<file path="config.mk">
export PLATFORM = sky130hd
export DESIGN_NAME = sfb_dev_flat
export DESIGN_NICKNAME = d
export VERILOG_FILES = /design/src/sfb_pkg.sv /design/src/sfb_if.sv /design/src/sfb_dev.sv /design/src/flat_wrapper.sv
export SDC_FILE = /design/constraint.sdc
export NUM_CORES = 1
export LEC_CHECK = 0
export BUFFER_PORTS_ARGS = -buffer_cell sky130_fd_sc_hd__buf_2
export CORE_ASPECT_RATIO = 2
export CORE_UTILIZATION = 29
export CTS_CLUSTER_DIAMETER = 200
export CTS_CLUSTER_SIZE = 16
export DETAILED_ROUTE_END_ITERATION = 10
export GPL_TIMING_DRIVEN = 0
export PLACE_DENSITY = 0.6
export SYNTH_ARGS = -nofsm -noshare
export SYNTH_HDL_FRONTEND = slang
export SYNTH_SLANG_ARGS = --single-unit
</file>
<file path="constraint.sdc">
create_clock -name clk -period 2.25 [get_ports clk]
set_input_delay 0.3375 -clock clk [delete_from_list [all_inputs] [get_ports clk]]
set_output_delay 0.3375 -clock clk [all_outputs]
set_load 0.005 [all_outputs]
</file>
<file path="src/sfb_pkg.sv">
// shared constants, opcodes and state codes of the serial flash front end
`default_nettype none
package sfb_pkg;
  // array map: 1 MB, 64 KB blocks, 32 KB halves, 4 KB sectors
  localparam int              ADDR_W      = 24;
  localparam logic [23:0]     ARRAY_LAST  = 24'h0fffff;
  localparam int              BLOCK_LSB   = 16;
  localparam int              HALF_LSB    = 15;
  localparam int              SECTOR_LSB  = 12;
  localparam int              ARRAY_MSB   = 19;
  localparam logic [23:0]     ADDR_ONE    = 24'h000001;
  // opcodes
  localparam logic [7:0] WRITE_ENABLE_CMD      = 8'h06;
  localparam logic [7:0] WRITE_DISABLE_CMD     = 8'h04;
  localparam logic [7:0] STATUS_READ_CMD       = 8'h05;
  localparam logic [7:0] CONFIG_READ_CMD       = 8'h15;
  localparam logic [7:0] STATUS_WRITE_CMD      = 8'h01;
  localparam logic [7:0] ARRAY_READ_CMD        = 8'h03;
  localparam logic [7:0] FAST_ARRAY_READ_CMD   = 8'h0b;
  localparam logic [7:0] PARAM_TABLE_READ_CMD  = 8'h5a;
  localparam logic [7:0] SECTOR_ERASE_CMD      = 8'h20;
  localparam logic [7:0] HALF_BLOCK_ERASE_CMD  = 8'h52;
  localparam logic [7:0] BLOCK_ERASE_CMD       = 8'hd8;
  localparam logic [7:0] PAGE_PROGRAM_CMD      = 8'h02;
  localparam logic [7:0] CHIP_ERASE_CMD        = 8'h60;
  localparam logic [7:0] CHIP_ERASE_ALT_CMD    = 8'hc7;
  // framing counts and status bit positions
  localparam logic [2:0] BIT_LAST        = 3'h7;
  localparam logic [2:0] BIT_FIRST       = 3'h0;
  localparam logic [1:0] ADDR_BYTE_LAST  = 2'h2;
  localparam int         STAT_BUSY       = 0;
  localparam int         STAT_WEL        = 1;
  // link clock made by the host: half period in ns, then in cycles
  localparam int CLK_NS       = 8;
  localparam int SCK_HALF_NS  = 80;
  localparam int SCK_HALF_CYC = (SCK_HALF_NS / CLK_NS < 1) ? 1 : SCK_HALF_NS / CLK_NS;
  localparam int FIFO_W       = 8;
  localparam int FIFO_DEPTH   = 16;

  typedef enum logic [2:0] {
    DEV_IDLE     = 3'b000,
    DEV_OPCODE   = 3'b001,
    DEV_ADDR     = 3'b010,
    DEV_DUMMY    = 3'b011,
    DEV_DATA_IN  = 3'b100,
    DEV_DATA_OUT = 3'b101,
    DEV_WAIT_END = 3'b110,
    DEV_STANDBY  = 3'b111
  } sfb_dev_st_t;

  typedef enum logic [2:0] {
    HST_IDLE  = 3'b000,
    HST_SETUP = 3'b001,
    HST_LOAD  = 3'b010,
    HST_LOW   = 3'b011,
    HST_HIGH  = 3'b100,
    HST_END   = 3'b101,
    HST_GAP   = 3'b110
  } sfb_hst_st_t;

  function automatic logic is_change(input logic [7:0] op);
    is_change = (op == STATUS_WRITE_CMD) || (op == SECTOR_ERASE_CMD) ||
                (op == HALF_BLOCK_ERASE_CMD) || (op == BLOCK_ERASE_CMD) ||
                (op == PAGE_PROGRAM_CMD) || (op == CHIP_ERASE_CMD) ||
                (op == CHIP_ERASE_ALT_CMD);
  endfunction

  function automatic logic is_array_read(input logic [7:0] op);
    is_array_read = (op == ARRAY_READ_CMD) || (op == FAST_ARRAY_READ_CMD);
  endfunction

  function automatic logic needs_addr(input logic [7:0] op);
    needs_addr = is_array_read(op) || (op == PARAM_TABLE_READ_CMD) ||
                 (op == SECTOR_ERASE_CMD) || (op == HALF_BLOCK_ERASE_CMD) ||
                 (op == BLOCK_ERASE_CMD) || (op == PAGE_PROGRAM_CMD);
  endfunction

  function automatic logic has_dummy(input logic [7:0] op);
    has_dummy = (op == FAST_ARRAY_READ_CMD) || (op == PARAM_TABLE_READ_CMD);
  endfunction

  function automatic logic is_known(input logic [7:0] op);
    is_known = is_change(op) || needs_addr(op) || (op == WRITE_ENABLE_CMD) ||
               (op == WRITE_DISABLE_CMD) || (op == STATUS_READ_CMD) ||
               (op == CONFIG_READ_CMD);
  endfunction
endpackage
`default_nettype wire

</file>
<file path="src/sfb_if.sv">
// serial link between host and flash front end
`default_nettype none
interface sfb_if;
  logic cs_n;
  logic sclk;
  logic mosi;
  logic hold_n;
  logic miso;
  logic miso_oe;
  logic miso_line;
  // floated output reads as the pull-up level
  assign miso_line = miso_oe ? miso : 1'b1;
  modport dev (input cs_n, input sclk, input mosi, input hold_n, output miso, output miso_oe);
  modport host (output cs_n, output sclk, output mosi, output hold_n, input miso_line);
endinterface
`default_nettype wire

</file>
<file path="src/sfb_dev.sv">
// flash side of the serial link: framing, decode, hold and array map
`default_nettype none
module sfb_dev (
  input  wire logic        clk,
  input  wire logic        rst_n,
  sfb_if.dev               link,
  input  wire logic        quad_mode,
  input  wire logic        busy,
  input  wire logic [7:0]  rd_data,
  output logic             rd_req,
  output logic [23:0]      rd_addr,
  output logic             wr_valid,
  output logic [7:0]       wr_data,
  output logic             cmd_valid,
  output logic             cmd_reject,
  output logic [7:0]       cmd_op,
  output logic [23:0]      cmd_addr,
  output logic [3:0]       cmd_block,
  output logic [4:0]       cmd_half,
  output logic [7:0]       cmd_sector,
  output logic             write_enable_latch,
  output logic             paused
);
  typedef struct packed {
    logic [1:0]          cs_sy;
    logic [1:0]          sck_sy;
    logic [1:0]          mosi_sy;
    logic [1:0]          hold_sy;
    logic                sck_prev;
    sfb_pkg::sfb_dev_st_t st;
    logic [2:0]          bit_cnt;
    logic [1:0]          byte_cnt;
    logic [7:0]          sh;
    logic [7:0]          op;
    logic [23:0]         addr;
    logic                hold;
    logic                write_enable_latch;
    logic                drv;
    logic [6:0]          out_sh;
    logic                miso;
    logic                miso_oe;
    logic                rd_req;
    logic                wr_valid;
    logic [7:0]          wr_data;
    logic                cmd_valid;
    logic                cmd_reject;
    logic [7:0]          cmd_op;
    logic [23:0]         cmd_addr;
  } sfb_dev_state_t;

  sfb_dev_state_t r;
  sfb_dev_state_t n;
  logic           cs;
  logic           sck;
  logic           mosi;
  logic           hold_n;
  logic           rise;
  logic           fall;
  logic           last;
  logic           boundary;
  logic [7:0]     sh_new;
  logic [23:0]    addr_new;
  logic [7:0]     out_byte;
  logic [7:0]     status_byte;

  assign cs     = r.cs_sy[1];
  assign sck    = r.sck_sy[1];
  assign mosi   = r.mosi_sy[1];
  assign hold_n = r.hold_sy[1];

  always_comb
  begin
    n = r;
    n.cs_sy    = {r.cs_sy[0], link.cs_n};
    n.sck_sy   = {r.sck_sy[0], link.sclk};
    n.mosi_sy  = {r.mosi_sy[0], link.mosi};
    n.hold_sy  = {r.hold_sy[0], link.hold_n};
    n.sck_prev = sck;
    n.rd_req     = 1'b0;
    n.wr_valid   = 1'b0;
    n.cmd_valid  = 1'b0;
    n.cmd_reject = 1'b0;
    rise     = ~cs & sck & ~r.sck_prev & ~r.hold;
    fall     = ~cs & ~sck & r.sck_prev & ~r.hold;
    last     = (r.bit_cnt == sfb_pkg::BIT_LAST);
    boundary = (r.bit_cnt == sfb_pkg::BIT_FIRST);
    sh_new   = {r.sh[6:0], mosi};
    addr_new = {r.addr[15:0], sh_new};
    status_byte = 8'h00;
    status_byte[sfb_pkg::STAT_BUSY] = busy;
    status_byte[sfb_pkg::STAT_WEL]  = r.write_enable_latch;
    out_byte = (r.op == sfb_pkg::STATUS_READ_CMD) ? status_byte : rd_data;

    if (quad_mode | cs)
    begin
      n.hold = 1'b0;
    end
    else if (r.hold)
    begin
      n.hold = ~(hold_n & ~sck);
    end
    else
    begin
      n.hold = ~hold_n & ~sck;
    end

    if (cs)
    begin
      if (boundary && (r.st == sfb_pkg::DEV_WAIT_END || r.st == sfb_pkg::DEV_DATA_IN))
      begin
        if (r.op == sfb_pkg::WRITE_ENABLE_CMD)
        begin
          n.write_enable_latch = 1'b1;
        end
        else if (r.op == sfb_pkg::WRITE_DISABLE_CMD)
        begin
          n.write_enable_latch = 1'b0;
        end
        else
        begin
          n.write_enable_latch       = 1'b0;
          n.cmd_valid = 1'b1;
          n.cmd_op    = r.op;
          n.cmd_addr  = r.addr & sfb_pkg::ARRAY_LAST;
        end
      end
      else if ((r.st == sfb_pkg::DEV_WAIT_END || r.st == sfb_pkg::DEV_DATA_IN ||
                r.st == sfb_pkg::DEV_ADDR) && !sfb_pkg::needs_addr(r.op) == 1'b0
               || r.st == sfb_pkg::DEV_WAIT_END || r.st == sfb_pkg::DEV_DATA_IN)
      begin
        n.cmd_reject = ~sfb_pkg::is_array_read(r.op);
      end
      n.st      = sfb_pkg::DEV_IDLE;
      n.bit_cnt = sfb_pkg::BIT_FIRST;
      n.drv     = 1'b0;
    end
    else if (r.st == sfb_pkg::DEV_IDLE)
    begin
      n.st       = sfb_pkg::DEV_OPCODE;
      n.bit_cnt  = sfb_pkg::BIT_FIRST;
      n.byte_cnt = 2'h0;
    end
    else if (rise)
    begin
      n.sh      = sh_new;
      n.bit_cnt = r.bit_cnt + 3'h1;
      if (last)
      begin
        unique case (r.st)
          sfb_pkg::DEV_OPCODE:
          begin
            n.op = sh_new;
            if (!sfb_pkg::is_known(sh_new))
            begin
              n.st = sfb_pkg::DEV_STANDBY;
            end
            else if ((sfb_pkg::is_change(sh_new) && (!r.write_enable_latch || busy)) ||
                     (sfb_pkg::is_array_read(sh_new) && busy))
            begin
              n.st         = sfb_pkg::DEV_STANDBY;
              n.cmd_reject = 1'b1;
            end
            else if (sfb_pkg::needs_addr(sh_new))
            begin
              n.st = sfb_pkg::DEV_ADDR;
            end
            else if (sh_new == sfb_pkg::STATUS_READ_CMD || sh_new == sfb_pkg::CONFIG_READ_CMD)
            begin
              n.st     = sfb_pkg::DEV_DATA_OUT;
              n.rd_req = 1'b1;
            end
            else if (sh_new == sfb_pkg::STATUS_WRITE_CMD)
            begin
              n.st = sfb_pkg::DEV_DATA_IN;
            end
            else
            begin
              n.st = sfb_pkg::DEV_WAIT_END;
            end
          end
          sfb_pkg::DEV_ADDR:
          begin
            n.addr     = addr_new;
            n.byte_cnt = r.byte_cnt + 2'h1;
            if (r.byte_cnt == sfb_pkg::ADDR_BYTE_LAST)
            begin
              if (sfb_pkg::has_dummy(r.op))
              begin
                n.st = sfb_pkg::DEV_DUMMY;
              end
              else if (sfb_pkg::is_array_read(r.op))
              begin
                n.st     = sfb_pkg::DEV_DATA_OUT;
                n.rd_req = 1'b1;
              end
              else if (r.op == sfb_pkg::PAGE_PROGRAM_CMD)
              begin
                n.st = sfb_pkg::DEV_DATA_IN;
              end
              else
              begin
                n.st = sfb_pkg::DEV_WAIT_END;
              end
            end
          end
          sfb_pkg::DEV_DUMMY:
          begin
            n.st     = sfb_pkg::DEV_DATA_OUT;
            n.rd_req = 1'b1;
          end
          sfb_pkg::DEV_DATA_IN:
          begin
            n.wr_valid = 1'b1;
            n.wr_data  = sh_new;
          end
          default:
          begin
            n.st = r.st;
          end
        endcase
      end
    end
    else if (fall && r.st == sfb_pkg::DEV_DATA_OUT)
    begin
      n.drv = 1'b1;
      if (boundary)
      begin
        n.miso   = out_byte[7];
        n.out_sh = out_byte[6:0];
        n.addr   = (r.addr + sfb_pkg::ADDR_ONE) & sfb_pkg::ARRAY_LAST;
        n.rd_req = 1'b1;
      end
      else
      begin
        n.miso   = r.out_sh[6];
        n.out_sh = {r.out_sh[5:0], 1'b0};
      end
    end
    n.miso_oe = n.drv & ~cs & (hold_n | quad_mode);
  end

  always_ff @(posedge clk or negedge rst_n)
  begin
    if (!rst_n)
    begin
      r         <= '0;
      r.cs_sy   <= 2'h3;
      r.hold_sy <= 2'h3;
    end
    else
    begin
      r <= n;
    end
  end

  assign link.miso    = r.miso;
  assign link.miso_oe = r.miso_oe;
  assign rd_req       = r.rd_req;
  assign rd_addr      = r.addr;
  assign wr_valid     = r.wr_valid;
  assign wr_data      = r.wr_data;
  assign cmd_valid    = r.cmd_valid;
  assign cmd_reject   = r.cmd_reject;
  assign cmd_op       = r.cmd_op;
  assign cmd_addr     = r.cmd_addr;
  assign cmd_block    = r.cmd_addr[sfb_pkg::ARRAY_MSB:sfb_pkg::BLOCK_LSB];
  assign cmd_half     = r.cmd_addr[sfb_pkg::ARRAY_MSB:sfb_pkg::HALF_LSB];
  assign cmd_sector   = r.cmd_addr[sfb_pkg::ARRAY_MSB:sfb_pkg::SECTOR_LSB];
  assign write_enable_latch          = r.write_enable_latch;
  assign paused       = r.hold;
endmodule
`default_nettype wire

</file>
<file path="src/flat_wrapper.sv">
// flat-port wrapper written by rule: the top's interface ports become plain ports
module sfb_dev_flat 
  (clk, rst_n, quad_mode, busy, rd_data, rd_req, rd_addr, wr_valid, wr_data, cmd_valid, cmd_reject, cmd_op, cmd_addr, cmd_block, cmd_half, cmd_sector, write_enable_latch, paused, link_cs_n, link_sclk, link_mosi, link_hold_n, link_miso, link_miso_oe);
  sfb_if link_i ();
  input  wire logic clk;
  input  wire logic rst_n;
  input  wire logic quad_mode;
  input  wire logic busy;
  input  wire logic [7:0] rd_data;
  output logic rd_req;
  output logic [23:0] rd_addr;
  output logic wr_valid;
  output logic [7:0] wr_data;
  output logic cmd_valid;
  output logic cmd_reject;
  output logic [7:0] cmd_op;
  output logic [23:0] cmd_addr;
  output logic [3:0] cmd_block;
  output logic [4:0] cmd_half;
  output logic [7:0] cmd_sector;
  output logic write_enable_latch;
  output logic paused;
  input wire logic [$bits(link_i.cs_n)-1:0] link_cs_n;
  input wire logic [$bits(link_i.sclk)-1:0] link_sclk;
  input wire logic [$bits(link_i.mosi)-1:0] link_mosi;
  input wire logic [$bits(link_i.hold_n)-1:0] link_hold_n;
  output wire logic [$bits(link_i.miso)-1:0] link_miso;
  output wire logic [$bits(link_i.miso_oe)-1:0] link_miso_oe;
  assign link_i.cs_n = link_cs_n;
  assign link_i.sclk = link_sclk;
  assign link_i.mosi = link_mosi;
  assign link_i.hold_n = link_hold_n;
  assign link_miso = link_i.miso;
  assign link_miso_oe = link_i.miso_oe;
  sfb_dev u_core (.clk(clk), .rst_n(rst_n), .link(link_i), .quad_mode(quad_mode), .busy(busy), .rd_data(rd_data), .rd_req(rd_req), .rd_addr(rd_addr), .wr_valid(wr_valid), .wr_data(wr_data), .cmd_valid(cmd_valid), .cmd_reject(cmd_reject), .cmd_op(cmd_op), .cmd_addr(cmd_addr), .cmd_block(cmd_block), .cmd_half(cmd_half), .cmd_sector(cmd_sector), .write_enable_latch(write_enable_latch), .paused(paused));
endmodule
</file>
==> flow_summary.toml, run 1 <==
[outcome]
status = "complete, no violations"

[timing]
rsz0062_at_grt = "no"
timing.fmax_ghz = 0.455
slew_violations = 0
setup_viol = 0
tns_ns = 0
tightest_slew_ns = 0.545
hold_ws_ns = 0.0850
finalClockSkew_ns = 0.0110
fin_crit_sh = 0.976
min_period_ns = 2.20
slew_headroom = 0.633
hold_violations = 0

[synthesis]
yosysMostFrequentCell = "nand2_1"
avgSynthCellArea_sq_um = 9.01
seq_area_frac_synth = 0.466
synth_cell_type_count = 64
synthTopCellsByCount = "136 x nand2_1, 104 x dfrtp_1, 84 x buf_4"
yosys_warnings = 0
synthTopCellsByArea = "dfrtp_1 45%, buf_4 11%, nand2_1 8.8%"
async_reset_ff_frac = 1.00
ys_seq_elements = 108
ys.flop_type = "dfrtp_1"
synth_cells = 644
synth-edff-count = 0
syn_area_sq_mm = 0.00580
yosysTopAreaCellShare = 0.448
synth_top_area_cell = "dfrtp_1"

[placed_design]
io_buffers = 100
place_hpwl_um = 12600
place_area_sq_mm = 0.00667
gp_congestion = 0.930

[setup_path]
crit_chain = "buf_4 -> nor4b_4 -> nand2_2 -> or4_4 -> buf_4 -> mux2_4"
r2r-start = "u_core.cs"
crit_fanout = 10
slowest_delay_ns = 0.54
cp-startpoint = "u_core.cs"
required_ns = 2.48
cp_common_cell = "buf_4"
cp_num_buf_inv = 2
slowest_stage = "or4_4"
cp-start-kind = "flop"
worstSetupEndpointType = "flop"
cp.arrival_ns = 2.43
critPathKind = "reg2reg"
cpLargestDelayFamily = "simple AND/OR/NAND/NOR gates"

[route]
viasPerCell = 4.72
initialDrtViolationCount = 315
via_count = 4838
antenna_left = 0
drc = 0
routed_wl_um = 16500
first_pass_iters = 5
wl_per_cell_um = 16.1

[clock_tree]
cts.sinks = 108
cts_tree = "built"
numCtsBuffers = 9
cts-root-buf = "clkbuf_16"
clk_pin_slew_ns = 0.07
clock_path_buffers = 2
ctsHtreeMaxLevel = 3
clk-insertion-delay-late_ns = 0.36

[layout]
drive_above_1_share = 0.350
area.growth.synth_to_final_pct = 24.0
antennaDiodeCount = 0
design_area_sq_mm = 0.00720
final_nets = 782

[floorplan]
initial_core_util = 0.298
dieHeight_um = 202
die_x_um = 102
fp.coreArea_sq_mm = 0.0195
ios = 105
rows = 72
dieArea_sq_mm = 0.0206

[power]
ir_drop_v = 0.000311
power_mw = 5.27
power_leakage_nw = 3.70
power.density_mw_per_mm2 = 733

[grt]
grt_overflow_total = 0
grt_pass1_vias = 4944
grtUsageTotal = 0.169
grt_pass1_wl_um = 26100
grt_max_degree = 56
antenna_found_initial = 0

[worst_hold_path]
min_from = "link_cs_n"
hold_path.class = "in2reg"

[job]
maxCapViolations = 0
layout make-up:
type / count / area (sq um)
Buffer: 114 / 779
Multi-Input combinational cell: 406 / 2390
Clock inverter: 5 / 125
Clock buffer: 11 / 233
Sequential cell: 108 / 2710
Tap cell: 259 / 324
Inverter: 15 / 56.3
Timing Repair Buffer: 107 / 582
Fill cell: 2073 / 12300
power breakdown:
part / internal, mW / switching, mW / total (mW)
Sequential: 2.08 / 0.247 / 2.33
Clock: 1.20 / 0.711 / 1.91
Combinational: 0.449 / 0.588 / 1.04
Total: 3.73 / 1.55 / 5.27
state kept, by name, summed over array words and instances, names as in the netlist, 5 cells and up:
name and count:
u_core.rd_addr 24, u_core.cmd_op 8, u_core.r 25, u_core.cmd_addr 20, u_core.wr_data 8, u_core.n 5
u_core.addr_new 8
placed cells by master, fill, tap and decap left out, drive strengths merged, types with 4 or more instances in the layout:
cell type  instances
a21oi             33
a22oi              8
a31oi              7
a32oi              4
and3               7
buf              193
bufinv             4
clkbuf            38
conb               4
dfrtp            104
dfstp              4
ha                 5
inv               15
mux2              17
nand2            137
nand2b             4
nand3             19
nand4              5
nor2              28
nor3              11
nor3b              5
nor4              10
nor4b              5
o21ai             44
o22ai              5
stage by stage:
stage / setup WS [ns] / instances / utilization
after global routing: 0.00179 / 1025 / 0.370
after detailed placement: -0.602 / 1007 / 0.343
after CTS: 0.00396 / 1024 / 0.366
after floorplan: 0.0880 / 647 / -
final: 0.0529 / 1025 / 0.370
after global placement: -0.587 / 1006 / 0.341
metal layers:
| layer | global-route usage | wire length, um |
|---|---|---|
| met5 | 0 | 0 |
| met3 | 0.0259 | 462 |
| met4 | 0.102 | 791 |
| met2 | 0.325 | 9660 |
| met1 | 0.159 | 5560 |
cell families (layout without fill, tap and decap cells):
logic type	count (synthesis)	count (layout)	share of synthesized area
compound gates	123	123	0.130
other cells	1	4	0.000646
fa+ha+maj	5	5	0.0108
simple gates	253	253	0.207
xor+xnor	2	2	0.00302
mux	19	19	0.0410
buf+inv	133	252	0.141
flops	108	108	0.466
repair_timing:
action	in CTS	in global routing
resized for setup	18	30
setup endpoints to repair	82	62
endpoints found under the hold margin	49	0
hold buffers	1	0
pin swaps	3	5
setup buffers	2	3
path summary, 6_finish.rpt:
check | to | slack [ns] | cells after the start
worst max register to register | u_core.wr_data[5] | 0.05 | 6
worst max-delay path | u_core.wr_data[5] | 0.05 | 6
worst min-delay path | u_core.n[112] | 0.08 | 1
worst min register to register | u_core.n[104] | 0.35 | 0
max in group asynchronous | u_core.cmd_addr[4] | 1.10 | 3
min in group asynchronous | u_core.wr_data[2] | 0.49 | 2
No activity file was read; power rests on OpenSTA's default activity.
==> run 2, diff against run 1 <==
--- a/config.mk
+++ b/config.mk
@@ -12,7 +12,7 @@
 export CTS_CLUSTER_SIZE = 16
 export DETAILED_ROUTE_END_ITERATION = 10
 export GPL_TIMING_DRIVEN = 0
-export PLACE_DENSITY = 0.6
+export PLACE_DENSITY = 0.58
 export SYNTH_ARGS = -nofsm -noshare
 export SYNTH_HDL_FRONTEND = slang
 export SYNTH_SLANG_ARGS = --single-unit
==> constraint.sdc (replaced) <==
create_clock -name clk -period 2.3 [get_ports clk]
set_input_delay 0.345 -clock clk [delete_from_list [all_inputs] [get_ports clk]]
set_output_delay 0.345 -clock clk [all_outputs]
set_load 0.005 [all_outputs]
==> run 2 against run 1 <==
  * Wire length hardly changed
  * Critical path depth unchanged
  * Worst hold slack got worse by 0.0060 ns
  * Power is 9.3% lower
  * Global-route usage fell by 0.14 points
  * Register-to-register slack barely moved
  * Non-clock buffer count stayed put
  * Count of clock-buffer cells in the layout is 1 lower
  * Die area is the same
  * Largest cell class unchanged
  * Design area down 1.6%
==> flow_summary.toml, run 2 (synthesis results as in run 1) <==
[outcome]
status = "complete, no violations"

[route]
viasPerCell = 4.74
first_pass_iters = 5
via_count = 4857
antenna_left = 0
wl_per_cell_um = 16.1
routed_wl_um = 16500
initialDrtViolationCount = 197
drc = 0

[timing]
timing.fmax_ghz = 0.446
tightest_slew_ns = 0.544
fin_crit_sh = 0.974
finalClockSkew_ns = 0.00980
slew_headroom = 0.632
rsz0062_at_grt = "yes"
tns_ns = 0
min_period_ns = 2.24
setup_viol = 0
slew_violations = 0
hold_ws_ns = 0.0790
hold_violations = 0

[worst_hold_path]
min_from = "link_cs_n"
hold_path.class = "in2reg"
min_to = "u_core.n[112]"
min_path_cells = 1

[setup_path]
cp-start-kind = "flop"
r2r-start = "u_core.cs"
worstSetupEndpointType = "flop"
critPathKind = "reg2reg"
r2r_end = "u_core.wr_data[5]"
rr_worst_depth = 6
crit_fanout = 10
rrSetupSlack_ns = 0.06
required_ns = 2.54
cp.arrival_ns = 2.48

[clock_tree]
clock_path_buffers = 2
cts-root-buf = "clkbuf_16"
ctsHtreeMaxLevel = 3
numCtsBuffers = 9
clk_pin_slew_ns = 0.08
cts_tree = "built"
cts.sinks = 108
clk-insertion-delay-late_ns = 0.36

[grt]
grtUsageMet1 = 0.160
grt_busiest_layer = "met2"
gr-usage-met2 = 0.330
grt_max_degree = 65
grt_pass1_wl_um = 25700
grt_pass1_vias = 4768
grtUsageTotal = 0.167
grt_overflow_total = 0
use_met3 = 0.0211
antenna_found_initial = 0

[layout]
seqCellArea_sq_mm = 0.00271
final_nets = 782
drive_above_1_share = 0.342
design_area_sq_mm = 0.00708
finalNonFillerCells = 1025
area.growth.synth_to_final_pct = 22.0
top_register = "u_core.r"
final_common_cell = "nand2_1"
antennaDiodeCount = 0
multi_input_area_sq_mm = 0.00236
fillers = 2062
most-common-layout-cells = "135 x nand2_1, 104 x dfrtp_1, 100 x buf_2, 91 x buf_4, 42 x o21ai_0"
largest_register_ffs = 25

[placed_design]
place_area_sq_mm = 0.00667
place_hpwl_um = 12600
dpl.cell_count = 1007
gp_congestion = 0.894
io_buffers = 100

[floorplan]
die_x_um = 102
initial_core_util = 0.298
ios = 105
dieArea_sq_mm = 0.0206
fp.coreArea_sq_mm = 0.0195
dieHeight_um = 202
rows = 72

[power]
power.density_mw_per_mm2 = 676
ir_drop_v = 0.000304
power_leakage_nw = 3.64

[job]
maxCapViolations = 0
run 2: worst max path at each step:
stage | from | to | slack, ns | cells past startpoint
2_1_floorplan | u_core.cs | u_core.wr_data[0] | 0.14 | 6
3_3_place_gp | u_core.cs | u_core.cmd_addr[2] | -0.55 | 8
3_5_place_dp | u_core.cs | u_core.cmd_addr[2] | -0.57 | 8
4_1_cts | u_core.addr_new[5] | u_core.cmd_reject | 0.006 | 7
5_1_grt | u_core.addr_new[7] | u_core.cmd_reject | -0.02 | 7
6_report | u_core.cs | u_core.wr_data[5] | 0.06 | 6
run 2: final cells by class:
type	count	area share
Sequential cell	108	0.382
Multi-Input combinational cell	406	0.334
Buffer	115	0.109
Timing Repair Buffer	106	0.0811
Tap cell	259	0.0458
Clock buffer	10	0.0337
Inverter	15	0.00795
Clock inverter	6	0.00654
run 2: worst max-delay path: stages, from the launching register on:
cell and delay [ns]:
dfstp_2 0.36, buf_4 0.17, nor4b_4 0.38, nand2_2 0.16, or4_4 0.53, buf_4 0.21
mux2_4 0.30
run 2: repair_timing:
item	in CTS	in global routing
gates resized for setup	13	25
endpoints found under the hold margin	44	0
setup buffers	2	2
pin swaps	2	6
hold buffers	1	0
setup endpoints to repair	80	73
run 2: power breakdown:
group	internal [mW]	leakage [nW]	switching, mW
combinational	0.433	2.08	0.564
clock	0.773	0.135	0.744
sequential	2.03	1.43	0.241
run 2: layer usage:
metal / vias to the layer above / part of all wire
met5: - / 0
met4: 0 / 0.038
met3: 33 / 0.027
met2: 116 / 0.59
met1: 2346 / 0.34
li1: 2362 / -
run 2: stage by stage:
step	power [mW]	setup slack (ns)	utilization
6_report	4.79	0.0592	0.364
2_1_floorplan	2.88	0.138	-
5_1_grt	5.03	-0.0197	0.364
4_1_cts	4.84	0.00577	0.361
3_5_place_dp	3.30	-0.575	0.343
3_3_place_gp	3.28	-0.552	0.341
